$ cat config.mk
export PLATFORM = sky130hd
export DESIGN_NAME = single_pin_debug_port
export DESIGN_NICKNAME = d
export VERILOG_FILES = /design/src/core/debug_port_pkg.sv /design/src/core/single_pin_debug_port.sv
export SDC_FILE = /design/constraint.sdc
export NUM_CORES = 1
export LEC_CHECK = 0
export BUFFER_PORTS_ARGS = -buffer_cell sky130_fd_sc_hd__buf_2
export CORE_ASPECT_RATIO = 0.7
export CORE_MARGIN = 2
export CORE_UTILIZATION = 50
export CTS_BUF_LIST = sky130_fd_sc_hd__clkbuf_16
export DETAILED_ROUTE_END_ITERATION = 8
export MAX_ROUTING_LAYER = met4
export PLACE_DENSITY = 0.68
export SETUP_SLACK_MARGIN = 0.4
export SYNTH_ARGS = -nofsm -noshare
export SYNTH_HDL_FRONTEND = slang
export SYNTH_SLANG_ARGS = --single-unit
$ cat constraint.sdc
create_clock -name clk -period 3.7 [get_ports clk]
set_clock_uncertainty 0.1 [all_clocks]
set_input_delay 0.74 -clock clk [delete_from_list [all_inputs] [get_ports clk]]
set_output_delay 0.74 -clock clk [all_outputs]
set_load 0.02 [all_outputs]
$ cat src/core/debug_port_pkg.sv
// shared constants and types of the single-pin debug port
package debug_port_pkg;
	// apb byte offsets
	localparam logic [11:0] CTRL_OFFSET = 12'h000;
	localparam logic [11:0] STATUS_OFFSET = 12'h004;
	// debug_control field positions and reset value
	localparam int HALT_POS = 7;
	localparam int BKPT_EN_POS = 6;
	localparam int ACK_POS = 5;
	localparam int RST_POS = 0;
	localparam logic [7:0] CTRL_RESET = 8'h00;
	localparam logic [7:0] CTRL_WMASK = 8'he0;
	// unlock key and framing
	localparam int KEY_BITS = 32;
	localparam logic [31:0] KEY_DEFAULT = 32'h5a3c_96e1;
	localparam int KEY_BIT_NS = 800;
	localparam int CLK_NS = 50;
	localparam int KEY_BIT_CYCLES = (KEY_BIT_NS + CLK_NS - 1) / CLK_NS;
	localparam int BAUD_LOW_BITS = 8;
	localparam int FRAME_LAST = 9;
	localparam int DIV_W = 16;
	// host commands and the breakpoint opcode
	localparam logic [7:0] CMD_EXEC = 8'h12;
	localparam logic [7:0] CMD_RD_CTRL = 8'h05;
	localparam logic [7:0] CMD_WR_CTRL = 8'h04;
	localparam logic [7:0] BKPT_OPCODE = 8'h00;

	typedef enum logic [2:0] {
		ST_IDLE = 3'b000,
		ST_BAUD = 3'b001,
		ST_RX = 3'b010,
		ST_TX = 3'b011
	} port_state_e;

	typedef enum logic [1:0] {
		PH_CMD = 2'b00,
		PH_EXEC = 2'b01,
		PH_WCTRL = 2'b10
	} cmd_phase_e;

	typedef struct packed {
		logic valid;
		logic [7:0] data;
	} exec_s;
endpackage

$ cat src/core/single_pin_debug_port.sv
// single-pin on-chip debugger port with apb register access
//
// Overview of operation
// reset pin low plus a 32-bit key on the debug pin unlocks debug access.
// after unlock and reset pin high, autobaud runs, then debug state is reachable.
// writing zero to the debug-state bit leaves the halted state.
// power-on, brownout, watchdog or reset pin low leave the halted state.
// debug line low during stop mode gives a system reset and exits debug.
// characters are start bit, eight data bits lsb first, stop bit.
// a reply may start right after the stop bit is sampled.
// host drives the line high at most half a bit during stop.
// host should drive the line open-drain.
// after reset the port sends nothing until a character arrives.
// host's first character is 80h, eight bit times low.
// the low period of the first character sets the rx and tx bit time.
// execute command without debug state or with read protect discards one byte.
// debug-state bit one stops fetching; it reads one while halted.
// clearing the debug-state bit resumes fetching.
// breakpoint opcode with breakpoints enabled sets the debug-state bit.
// under read protect, zero writes to the debug-state bit are ignored.
// with breakpoints disabled the breakpoint opcode is a no-operation.
// writing the reset bit resets the whole device.
// baud detector counts clocks over the low period to get the divisor.
//
// Added by the designer: the APB slave port and the address map.
`timescale 1ns/1ps
module single_pin_debug_port #(
	parameter logic [31:0] UNLOCK_KEY = debug_port_pkg::KEY_DEFAULT,
	parameter int KEY_CYCLES = debug_port_pkg::KEY_BIT_CYCLES
) (
	input wire logic clk,
	input wire logic rstn,
	input wire logic psel,
	input wire logic penable,
	input wire logic pwrite,
	input wire logic [11:0] paddr,
	input wire logic [31:0] pwdata,
	output logic [31:0] prdata,
	output logic pready,
	output logic pslverr,
	input wire logic serial_debug_pin_in,
	output logic serial_debug_pin_out,
	output logic serial_debug_pin_oe,
	input wire logic shared_reset_pin_in,
	input wire logic por_event,
	input wire logic brownout_event,
	input wire logic watchdog_event,
	input wire logic stop_mode,
	input wire logic read_protect,
	input wire logic bkpt_decoded,
	output logic fetch_stall,
	output logic bkpt_as_nop,
	output logic system_reset_req,
	output logic unlocked,
	output debug_port_pkg::exec_s exec_out
);
	import debug_port_pkg::*;

	////////////////////////////////////////////////////////////////////////
	// pin synchronisers
	logic line_s1, line_s2, rp_s1, rp_s2;
	always_ff @(posedge clk) begin
		line_s1 <= rstn ? serial_debug_pin_in : 1'b1;
		line_s2 <= rstn ? line_s1 : 1'b1;
		rp_s1 <= rstn ? shared_reset_pin_in : 1'b1;
		rp_s2 <= rstn ? rp_s1 : 1'b1;
	end

	////////////////////////////////////////////////////////////////////////
	// unlock key capture, msb first, while the reset pin is held low
	logic key_run_reg, unlocked_reg;
	logic [15:0] kcnt_reg;
	logic [5:0] kbits_reg;
	logic [31:0] ksh_reg;
	wire key_tick = key_run_reg && kcnt_reg == 16'h0000;
	wire [31:0] ksh_next = {ksh_reg[30:0], line_s2};
	always_ff @(posedge clk) begin
		if (!rstn || rp_s2) begin
			key_run_reg <= 1'b0;
			kcnt_reg <= 16'h0000;
			kbits_reg <= 6'h00;
			ksh_reg <= 32'h0000_0000;
		end else if (!key_run_reg) begin
			key_run_reg <= !line_s2;
			kcnt_reg <= 16'(KEY_CYCLES / 2);
		end else if (key_tick && kbits_reg != 6'(KEY_BITS)) begin
			ksh_reg <= ksh_next;
			kbits_reg <= kbits_reg + 6'h01;
			kcnt_reg <= 16'(KEY_CYCLES - 1);
		end else if (!key_tick) begin
			kcnt_reg <= kcnt_reg - 16'h0001;
		end
	end
	// cleared only by the core reset, so a pin reset keeps the unlock
	always_ff @(posedge clk) begin
		if (!rstn)
			unlocked_reg <= 1'b0;
		else if (kbits_reg == 6'(KEY_BITS) && ksh_reg == UNLOCK_KEY)
			unlocked_reg <= 1'b1;
	end
	assign unlocked = unlocked_reg;

	////////////////////////////////////////////////////////////////////////
	// autobaud, receiver, transmitter and command decode
	port_state_e state_reg;
	cmd_phase_e phase_reg;
	logic baud_ok_reg, host_wr_reg;
	logic [DIV_W-1:0] div_reg, cnt_reg;
	logic [3:0] bitn_reg;
	logic [7:0] rx_reg, host_wdata_reg;
	logic [9:0] tx_reg;
	exec_s exec_reg;
	logic [7:0] ctrl_reg;
	wire tick = cnt_reg == '0;
	wire [7:0] rx_byte = rx_reg;
	wire [DIV_W-1:0] meas_div = cnt_reg >> 3;
	wire frame_end = state_reg == ST_RX && tick && bitn_reg == 4'(FRAME_LAST);
	wire exec_ok = ctrl_reg[HALT_POS] && !read_protect;
	always_ff @(posedge clk) begin
		host_wr_reg <= 1'b0;
		exec_reg.valid <= 1'b0;
		if (!rstn || !rp_s2) begin
			state_reg <= ST_IDLE;
			phase_reg <= PH_CMD;
			cnt_reg <= '0;
			bitn_reg <= 4'h0;
			tx_reg <= 10'h3ff;
			rx_reg <= 8'h00;
			host_wdata_reg <= 8'h00;
			exec_reg.data <= 8'h00;
			if (!rstn) begin
				baud_ok_reg <= 1'b0;
				div_reg <= '0;
			end
		end else begin
			case (state_reg)
			ST_IDLE: begin
				if (unlocked_reg && !line_s2) begin
					state_reg <= baud_ok_reg ? ST_RX : ST_BAUD;
					cnt_reg <= baud_ok_reg ? div_reg >> 1 : DIV_W'(1);
					bitn_reg <= 4'h0;
				end
			end
			ST_BAUD: begin
				if (!line_s2) begin
					cnt_reg <= cnt_reg + DIV_W'(1);
				end else begin
					// eight low bit times of 80h give the bit time
					div_reg <= meas_div == '0 ? DIV_W'(1) : meas_div;
					baud_ok_reg <= 1'b1;
					state_reg <= ST_IDLE;
				end
			end
			ST_RX: begin
				cnt_reg <= tick ? div_reg - DIV_W'(1) : cnt_reg - DIV_W'(1);
				if (tick) begin
					bitn_reg <= bitn_reg + 4'h1;
					if (bitn_reg == 4'h0 && line_s2)
						state_reg <= ST_IDLE; // glitch, not a start bit
					else if (bitn_reg != 4'(FRAME_LAST))
						rx_reg <= {line_s2, rx_reg[7:1]};
					else begin
						state_reg <= ST_IDLE;
						phase_reg <= PH_CMD;
						case (phase_reg)
						PH_CMD: begin
							if (rx_byte == CMD_EXEC)
								phase_reg <= PH_EXEC;
							else if (rx_byte == CMD_WR_CTRL)
								phase_reg <= PH_WCTRL;
							else if (rx_byte == CMD_RD_CTRL) begin
								// reply starts on the stop-bit sample
								state_reg <= ST_TX;
								tx_reg <= {1'b1, ctrl_reg, 1'b0};
								bitn_reg <= 4'h0;
							end
						end
						PH_EXEC: begin
							exec_reg.valid <= exec_ok;
							exec_reg.data <= rx_byte;
						end
						PH_WCTRL: begin
							host_wr_reg <= 1'b1;
							host_wdata_reg <= rx_byte;
						end
						default: phase_reg <= PH_CMD;
						endcase
					end
				end
			end
			ST_TX: begin
				cnt_reg <= tick ? div_reg - DIV_W'(1) : cnt_reg - DIV_W'(1);
				if (tick) begin
					tx_reg <= {1'b1, tx_reg[9:1]};
					bitn_reg <= bitn_reg + 4'h1;
					if (bitn_reg == 4'(FRAME_LAST))
						state_reg <= ST_IDLE;
				end
			end
			default: state_reg <= ST_IDLE;
			endcase
		end
	end
	assign serial_debug_pin_out = tx_reg[0];
	assign serial_debug_pin_oe = state_reg == ST_TX;
	assign exec_out = exec_reg;

	////////////////////////////////////////////////////////////////////////
	// debug_control register
	wire apb_access = psel && penable;
	wire ctrl_hit = paddr == CTRL_OFFSET;
	wire stat_hit = paddr == STATUS_OFFSET;
	wire apb_wr = apb_access && pwrite && ctrl_hit;
	wire wr_any = apb_wr || host_wr_reg;
	wire [7:0] wr_data = apb_wr ? pwdata[7:0] : host_wdata_reg;
	wire stop_reset = stop_mode && !line_s2;
	wire exit_evt = por_event || brownout_event || watchdog_event || !rp_s2 || stop_reset;
	wire bkpt_hit = bkpt_decoded && ctrl_reg[BKPT_EN_POS];
	// a zero write is dropped under read protect, a breakpoint beats a clear
	wire wr_clear_ok = wr_any && (wr_data[HALT_POS] || !read_protect);
	wire halt_next = bkpt_hit ? 1'b1 :
		wr_clear_ok ? wr_data[HALT_POS] : ctrl_reg[HALT_POS];
	always_ff @(posedge clk) begin
		if (!rstn || exit_evt) begin
			ctrl_reg <= CTRL_RESET;
			system_reset_req <= rstn && stop_reset;
		end else begin
			ctrl_reg[HALT_POS] <= halt_next;
			if (wr_any)
				ctrl_reg[6:5] <= wr_data[6:5];
			system_reset_req <= wr_any && wr_data[RST_POS];
		end
	end
	assign fetch_stall = ctrl_reg[HALT_POS];
	assign bkpt_as_nop = bkpt_decoded && !ctrl_reg[BKPT_EN_POS];

	////////////////////////////////////////////////////////////////////////
	// apb read path, data captured in the setup cycle
	wire [31:0] stat_word = {div_reg, 11'h000, state_reg, baud_ok_reg, unlocked_reg};
	wire [31:0] rd_word = ctrl_hit ? {24'h000000, ctrl_reg & CTRL_WMASK} :
		stat_hit ? stat_word : 32'h0000_0000;
	always_ff @(posedge clk) begin
		if (!rstn)
			prdata <= 32'h0000_0000;
		else if (psel && !penable)
			prdata <= rd_word;
	end
	assign pready = 1'b1;
	assign pslverr = apb_access && !(ctrl_hit || stat_hit || 1'b0) ;

	////////////////////////////////////////////////////////////////////////
	// checks
	prot_hold_a: assert property (@(posedge clk) disable iff (!rstn)
		read_protect && fetch_stall && !exit_evt |=> fetch_stall)
		else $error("debug state cleared under read protect");
	bkpt_set_a: assert property (@(posedge clk) disable iff (!rstn)
		bkpt_hit && !exit_evt |=> fetch_stall)
		else $error("breakpoint did not halt");
	bkpt_nop_a: assert property (@(posedge clk) disable iff (!rstn)
		bkpt_decoded && !ctrl_reg[BKPT_EN_POS] |-> bkpt_as_nop ##1 !$rose(fetch_stall))
		else $error("disabled breakpoint halted");
	exit_reset_a: assert property (@(posedge clk) disable iff (!rstn)
		por_event || brownout_event || watchdog_event |=> !fetch_stall && ctrl_reg == 8'h00)
		else $error("reset did not leave debug state");
	stop_wake_a: assert property (@(posedge clk) disable iff (!rstn)
		stop_mode && !line_s2 |=> system_reset_req && !fetch_stall)
		else $error("stop wake reset missing");
	rst_bit_a: assert property (@(posedge clk) disable iff (!rstn)
		apb_wr && pwdata[RST_POS] && !exit_evt |=> system_reset_req)
		else $error("reset bit ignored");
	clear_run_a: assert property (@(posedge clk) disable iff (!rstn)
		apb_wr && !pwdata[HALT_POS] && !read_protect && !bkpt_hit |=> !fetch_stall)
		else $error("clear did not resume");
	idle_quiet_a: assert property (@(posedge clk) disable iff (!rstn)
		!baud_ok_reg |-> !serial_debug_pin_oe)
		else $error("port drove line before autobaud");
	stop_bit_a: assert property (@(posedge clk) disable iff (!rstn)
		state_reg == ST_TX && bitn_reg == 4'h9 |-> serial_debug_pin_out)
		else $error("stop bit not high");
	reply_now_a: assert property (@(posedge clk) disable iff (!rstn)
		frame_end && phase_reg == PH_CMD && rx_byte == CMD_RD_CTRL |=>
		serial_debug_pin_oe && !serial_debug_pin_out)
		else $error("reply did not start after stop bit");
	exec_drop_a: assert property (@(posedge clk) disable iff (!rstn)
		frame_end && phase_reg == PH_EXEC && !exec_ok |=> !exec_out.valid)
		else $error("byte passed outside debug state");
	// a pin reset in the stop-bit cycle drops the byte, hence the rp_s2 term
	exec_pass_a: assert property (@(posedge clk) disable iff (!rstn)
		frame_end && rp_s2 && phase_reg == PH_EXEC && exec_ok |=>
		exec_out.valid && exec_out.data == $past(rx_byte))
		else $error("exec byte not passed in debug state");
	host_clear_a: assert property (@(posedge clk) disable iff (!rstn)
		host_wr_reg && !apb_wr && !host_wdata_reg[HALT_POS] && !read_protect && !bkpt_hit
		|=> !fetch_stall)
		else $error("host clear did not resume");
	pin_exit_a: assert property (@(posedge clk) disable iff (!rstn)
		!rp_s2 |=> !fetch_stall)
		else $error("reset pin did not leave debug state");
	unlock_key_a: assert property (@(posedge clk) disable iff (!rstn)
		kbits_reg == 6'(KEY_BITS) && ksh_reg == UNLOCK_KEY |=> unlocked)
		else $error("matching key did not unlock");
	baud_gate_a: assert property (@(posedge clk) disable iff (!rstn)
		state_reg == ST_BAUD |-> unlocked_reg)
		else $error("autobaud ran while locked");
	baud_done_a: assert property (@(posedge clk) disable iff (!rstn)
		state_reg == ST_BAUD && line_s2 && rp_s2 |=> baud_ok_reg && div_reg != '0)
		else $error("autobaud gave no divisor");
	tx_cause_a: assert property (@(posedge clk) disable iff (!rstn)
		$rose(serial_debug_pin_oe) |-> $past(frame_end))
		else $error("port sent without a request");
endmodule

Word level (Yosys, flattened, before mapping). Cells that the tools add are included.

Add/subtract/negate cells: 6. Equal/unequal tests: 30. Mux-type cells: 60. Bitwise operators: 6. Reduce and logical (&&, ||, !) cells: 62.

Operators by type and width (count): two-way mux 16 bit (7); two-way mux 10 bit (8); two-way mux 32 bit (2); logical NOT 16 bit (3); two-way mux 4 bit (12); case mux 16 bit (3 select lines) (1); subtractor 16 x 1 -> 16 bit (second input constant) (3); == test 32 x 31 -> 1 bit (second input constant) (1); two-way mux 3 bit (7); case mux 10 bit (2 select lines) (1); != test 2 bit (second input constant) (9); logical AND 1 bit (17); adder 16 x 1 -> 16 bit (second input constant) (1); == test 8 x 3 -> 1 bit (second input constant) (2); two-way mux 2 bit (8); two-way mux 15 bit (1); two-way mux 13 bit (1); == test 12 x 3 -> 1 bit (second input constant) (1); logical NOT 12 bit (1); case mux 3 bit (4 select lines) (1); case mux 4 bit (3 select lines) (1); AND reduction 4 bit (3); logical OR 1 bit (10); != test 2 x 1 -> 1 bit (second input constant) (5); other kinds (31) (58).

Register bits after elaboration: 174. Input port bits: 57. Output and inout port bits: 49.

Longest topological paths before layout.
Depth after elaboration: 9. Gate-level depth with buffers: 13.

Worst setup path after synthesis. OpenSTA, ideal clock, no wires.

Path type: register to register. Start point: reg cnt_reg[0]. End point: reg cnt_reg[10]. Library setup time: 70 ps. Arrival: 3029 ps. Required time: 3530 ps. Setup slack: 501 ps. Cell stages (with the launch flop): 14. Path buffers: 2. Period minus slack after synthesis: 3199 ps. Cell sequence: dfxtp_1 inv_1 ha_1 or3b_2 nor4_4 buf_6 buf_6 mux2i_1 ha_1 nand2_1 a211oi_1 a21boi_1 or3_1 a21oi_1.

Cells in the longest elaborated chain, start to end: 3. Elaborated cells on any way between the ends: 6.

RTL lines: start: declaration (line single_pin_debug_port.sv:108) `logic [DIV_W-1:0] div_reg, cnt_reg;`; start signal: assignment (line single_pin_debug_port.sv:140) `cnt_reg <= baud_ok_reg ? div_reg >> 1 : DIV_W'(1);`; start signal: assignment (line single_pin_debug_port.sv:146) `cnt_reg <= cnt_reg + DIV_W'(1);`; start signal: assignment (line single_pin_debug_port.sv:155) `cnt_reg <= tick ? div_reg - DIV_W'(1) : cnt_reg - DIV_W'(1);`; subtractor 16 x 1 -> 16 bit (tied with other cells) (line single_pin_debug_port.sv:155, single_pin_debug_port.sv:192); two-way mux 16 bit (on tied branches) (line single_pin_debug_port.sv:155, single_pin_debug_port.sv:192, single_pin_debug_port.sv:145); case mux 16 bit (3 select lines) * (line single_pin_debug_port.sv:136) `case (state_reg)`.

Every way passes the cells marked *; elsewhere a longest branch is shown, timed or not. The select of a mux whose other input is x is not followed. A chain may end at the register's enable or synchronous reset.

Final worst setup path. Same ends and word-level chain as after synthesis.

==> flow_metrics.tcl <==
set metrics [dict create \
    yosysTopAreaCell "dfxtp_1" \
    area_growth_pct 14.4 \
    fin_crit_ns 3.19 \
    cp_cell_sequence "inv_1 > ha_1 > or3b_2 > nor4_4 > mux2i_1 > ha_2 > nand2_2 > a211oi_4 > a21boi_1 > or3_1 > a21oi_1" \
    final_util_pct 57.9 \
    fin_area_mm2 0.00841 \
    critical_path.startpoint_type "flip-flop" \
    wl_per_cell_um 16.1 \
    dp_slack_ns 0.430 \
    core-area_mm2 0.0145 \
    grt.total_usage_pct 24.3 \
    ys_seq_area_share_pct 43.5 \
    synth_most_common_cell "dfxtp_1" \
    grt_first_pass_wirelength_um 30000 \
    dpl_cell_area_mm2 0.00780 \
    antenna_cells 0 \
    via_per_inst 5.71 \
    critPathMaxFanout 7 \
    dp_cells 1093 \
    critical_path.top_delay_family "simple AND/OR/NAND/NOR gates" \
    num_rows 37 \
    worstPathArrival_ns 3.44 \
    cts.clk_slew.worst_paths_ns 0.07 \
    numPortBuffers 64 \
    hold_class "flip-flop to flip-flop" \
    dp_hpwl_um 12200 \
    drv_cap 0 \
    status "finished, final reports clean" \
    syn_inst 867 \
    power_density_mw_per_mm2 623 \
    synth_commonest_cells "dfxtp_1 (139), nor2_1 (109), nand2_1 (103), a21oi_1 (67), clkbuf_1 (32)" \
    fp.dieW_um 149 \
    end_kind "flip-flop" \
    async_flop_share_pct 0 \
    largest_reg_flops 32 \
    clk_path_buf_depth 2 \
    clk_latency_ns 0.42 \
    synth_top_area_share_pct 37.8 \
    ir_worst_vdd_mv 0.403 \
    synth.distinct_cells 72 \
    ff2ff_path_depth 11 \
    fin_setup_tns_ns 0 \
    total_power_mw 5.24 \
    num_io_pins 106 \
    yosys_warnings 0 \
    crit_slowest_cell "or3b_2" \
    yosys_register_bits 153 \
    cts_tree "yes" \
    cts_num_sinks 153 \
    worst_path_largest_cell_delay_ns 0.53 \
    clock.fmax_mhz 313 \
    reg2reg_setup_slack_ns 0.51 \
    start_util_pct 50.6 \
    antenna_found_initial 0 \
    cp_num_buf_inv 1 \
    whs_ns 0.309 \
    gp_congestion 0.962 \
    slew_violations 0 \
    die-area_mm2 0.0157 \
    ys.flop_type "dfxtp_1" \
    required_ns 3.94 \
    postCtsHoldBufs 0 \
    critPathKind "flip-flop to flip-flop" \
    worst_slew_pin_slew_ns 1.00 \
    crit_start "cnt_reg[0]$_SDFFE_PN0P_" \
    synth.cell_area_mm2 0.00736 \
    drive_above_1_share_pct 14.7 \
    cts_root_buf "clkbuf_16" \
    dr.pass1.iters 5 \
    htreeDepth 4 \
    timing.rr.start "cnt_reg[0]$_SDFFE_PN0P_" \
    route.vias.total 6432 \
    reg2reg_to "cnt_reg[10]$_SDFFE_PN0P_" \
    final-hold-violation-count 0 \
    grt.overflow.total 0 \
    netlist_top_cells_area "dfxtp_1 (38%), edfxtp_1 (5.7%), nor2_1 (5.6%)" \
    die_h_um 105 \
    rsz0062_at_grt "yes" \
    grt_start_max_net_pins 48 \
    timing.final.crit_share_pct 86.3 \
    drt-total-wl_um 18100 \
    drc 0 \
    path_depth 11 \
    grt_pass1_vias 5833 \
    critPathCapture "cnt_reg[10]$_SDFFE_PN0P_" \
    final_cells 1126 \
    nNetsFinal 984 \
    postRouteAntennaNets 0 \
    cts_buffers 17 \
    p_leak_nw 3.41 \
    finalSetupViolCount 0 \
    synth_edf_count 14 \
    fin_ws_ns 0.507 \
    drtIter0Drc 537 \
    maxSlewHeadroom_pct 32.2 \
    syn_area_per_cell_um2 8.49 \
]
## metal layers
metal / GRT usage, % / up-vias / share of wire [%]
met5: - / - / 0
met4: 6.80 / 0 / 1.6
met3: 5.84 / 29 / 8.2
met2: 32.5 / 263 / 40
met1: 36.2 / 2948 / 50
li1: - / 3192 / -
## cell type report
cell class | count | area [um^2]
clock inverter | 15 | 158
fill | 1348 | 6120
clock buffer | 17 | 425
sequential | 153 | 3200
tap | 195 | 244
multi-input combinational | 638 | 3810
inverter | 21 | 78.8
timing repair buffer | 87 | 493
## worst register-to-register path: cells and delay by family (launching register included)
kind            cells  cell delay, ns
simple gates        4            1.27
mux                 1            0.27
buf+inv             1            0.12
flops               1            0.37
compound gates      3            0.54
fa+ha+maj           2            0.43
## cell usage in the layout (no fill, tap or decap), types with 19 or more instances in the layout
| cell type | netlist | routed |
|---|---|---|
| nand2_1 | 103 | 102 |
| o21ai_0 | 22 | 22 |
| a22oi_1 | 22 | 22 |
| a21oi_1 | 67 | 66 |
| inv_1 | 21 | 21 |
| nor3_1 | 22 | 21 |
| nand3_1 | 19 | 19 |
| buf_4 | 15 | 23 |
| buf_2 | 12 | 64 |
| nor2_1 | 109 | 108 |
| mux2i_1 | 26 | 26 |
| dfxtp_1 | 139 | 139 |
## worst min path at each step
stage,from,to,slack [ns],depth (start not counted)
global placement,line_s1$_SDFF_PN1_,line_s2$_SDFF_PN1_,0.30,1
CTS,line_s1$_SDFF_PN1_,line_s2$_SDFF_PN1_,0.31,1
finish,line_s1$_SDFF_PN1_,line_s2$_SDFF_PN1_,0.31,1
detailed placement,line_s1$_SDFF_PN1_,line_s2$_SDFF_PN1_,0.29,1
floorplan,line_s1$_SDFF_PN1_,line_s2$_SDFF_PN1_,0.29,1
global route,rp_s1$_SDFF_PN1_,rp_s2$_SDFF_PN1_,0.32,1
## where the power goes
part           switching (mW)  internal [mW]
Sequential              0.110           1.75
Clock                   0.789          0.900
Combinational            1.09          0.603
Total                    1.99           3.25
## what timing repair did
action,in CTS,in global routing
gates cloned,0,0
setup buffers,0,1
pin swaps,0,1
setup endpoints to repair,1,12
gates resized for setup,1,5
## kinds of logic after synthesis
group | synth area share, %
AO/OA/AOI/OAI | 16.5
XOR/XNOR | 3.33
adder cells (fa/ha/maj) | 1.53
buffers and inverters | 5.71
flip-flops | 43.5
multiplexers | 3.69
other | 0.102
AND/OR/NAND/NOR | 25.6
Power figures use the tool's default switching activity.
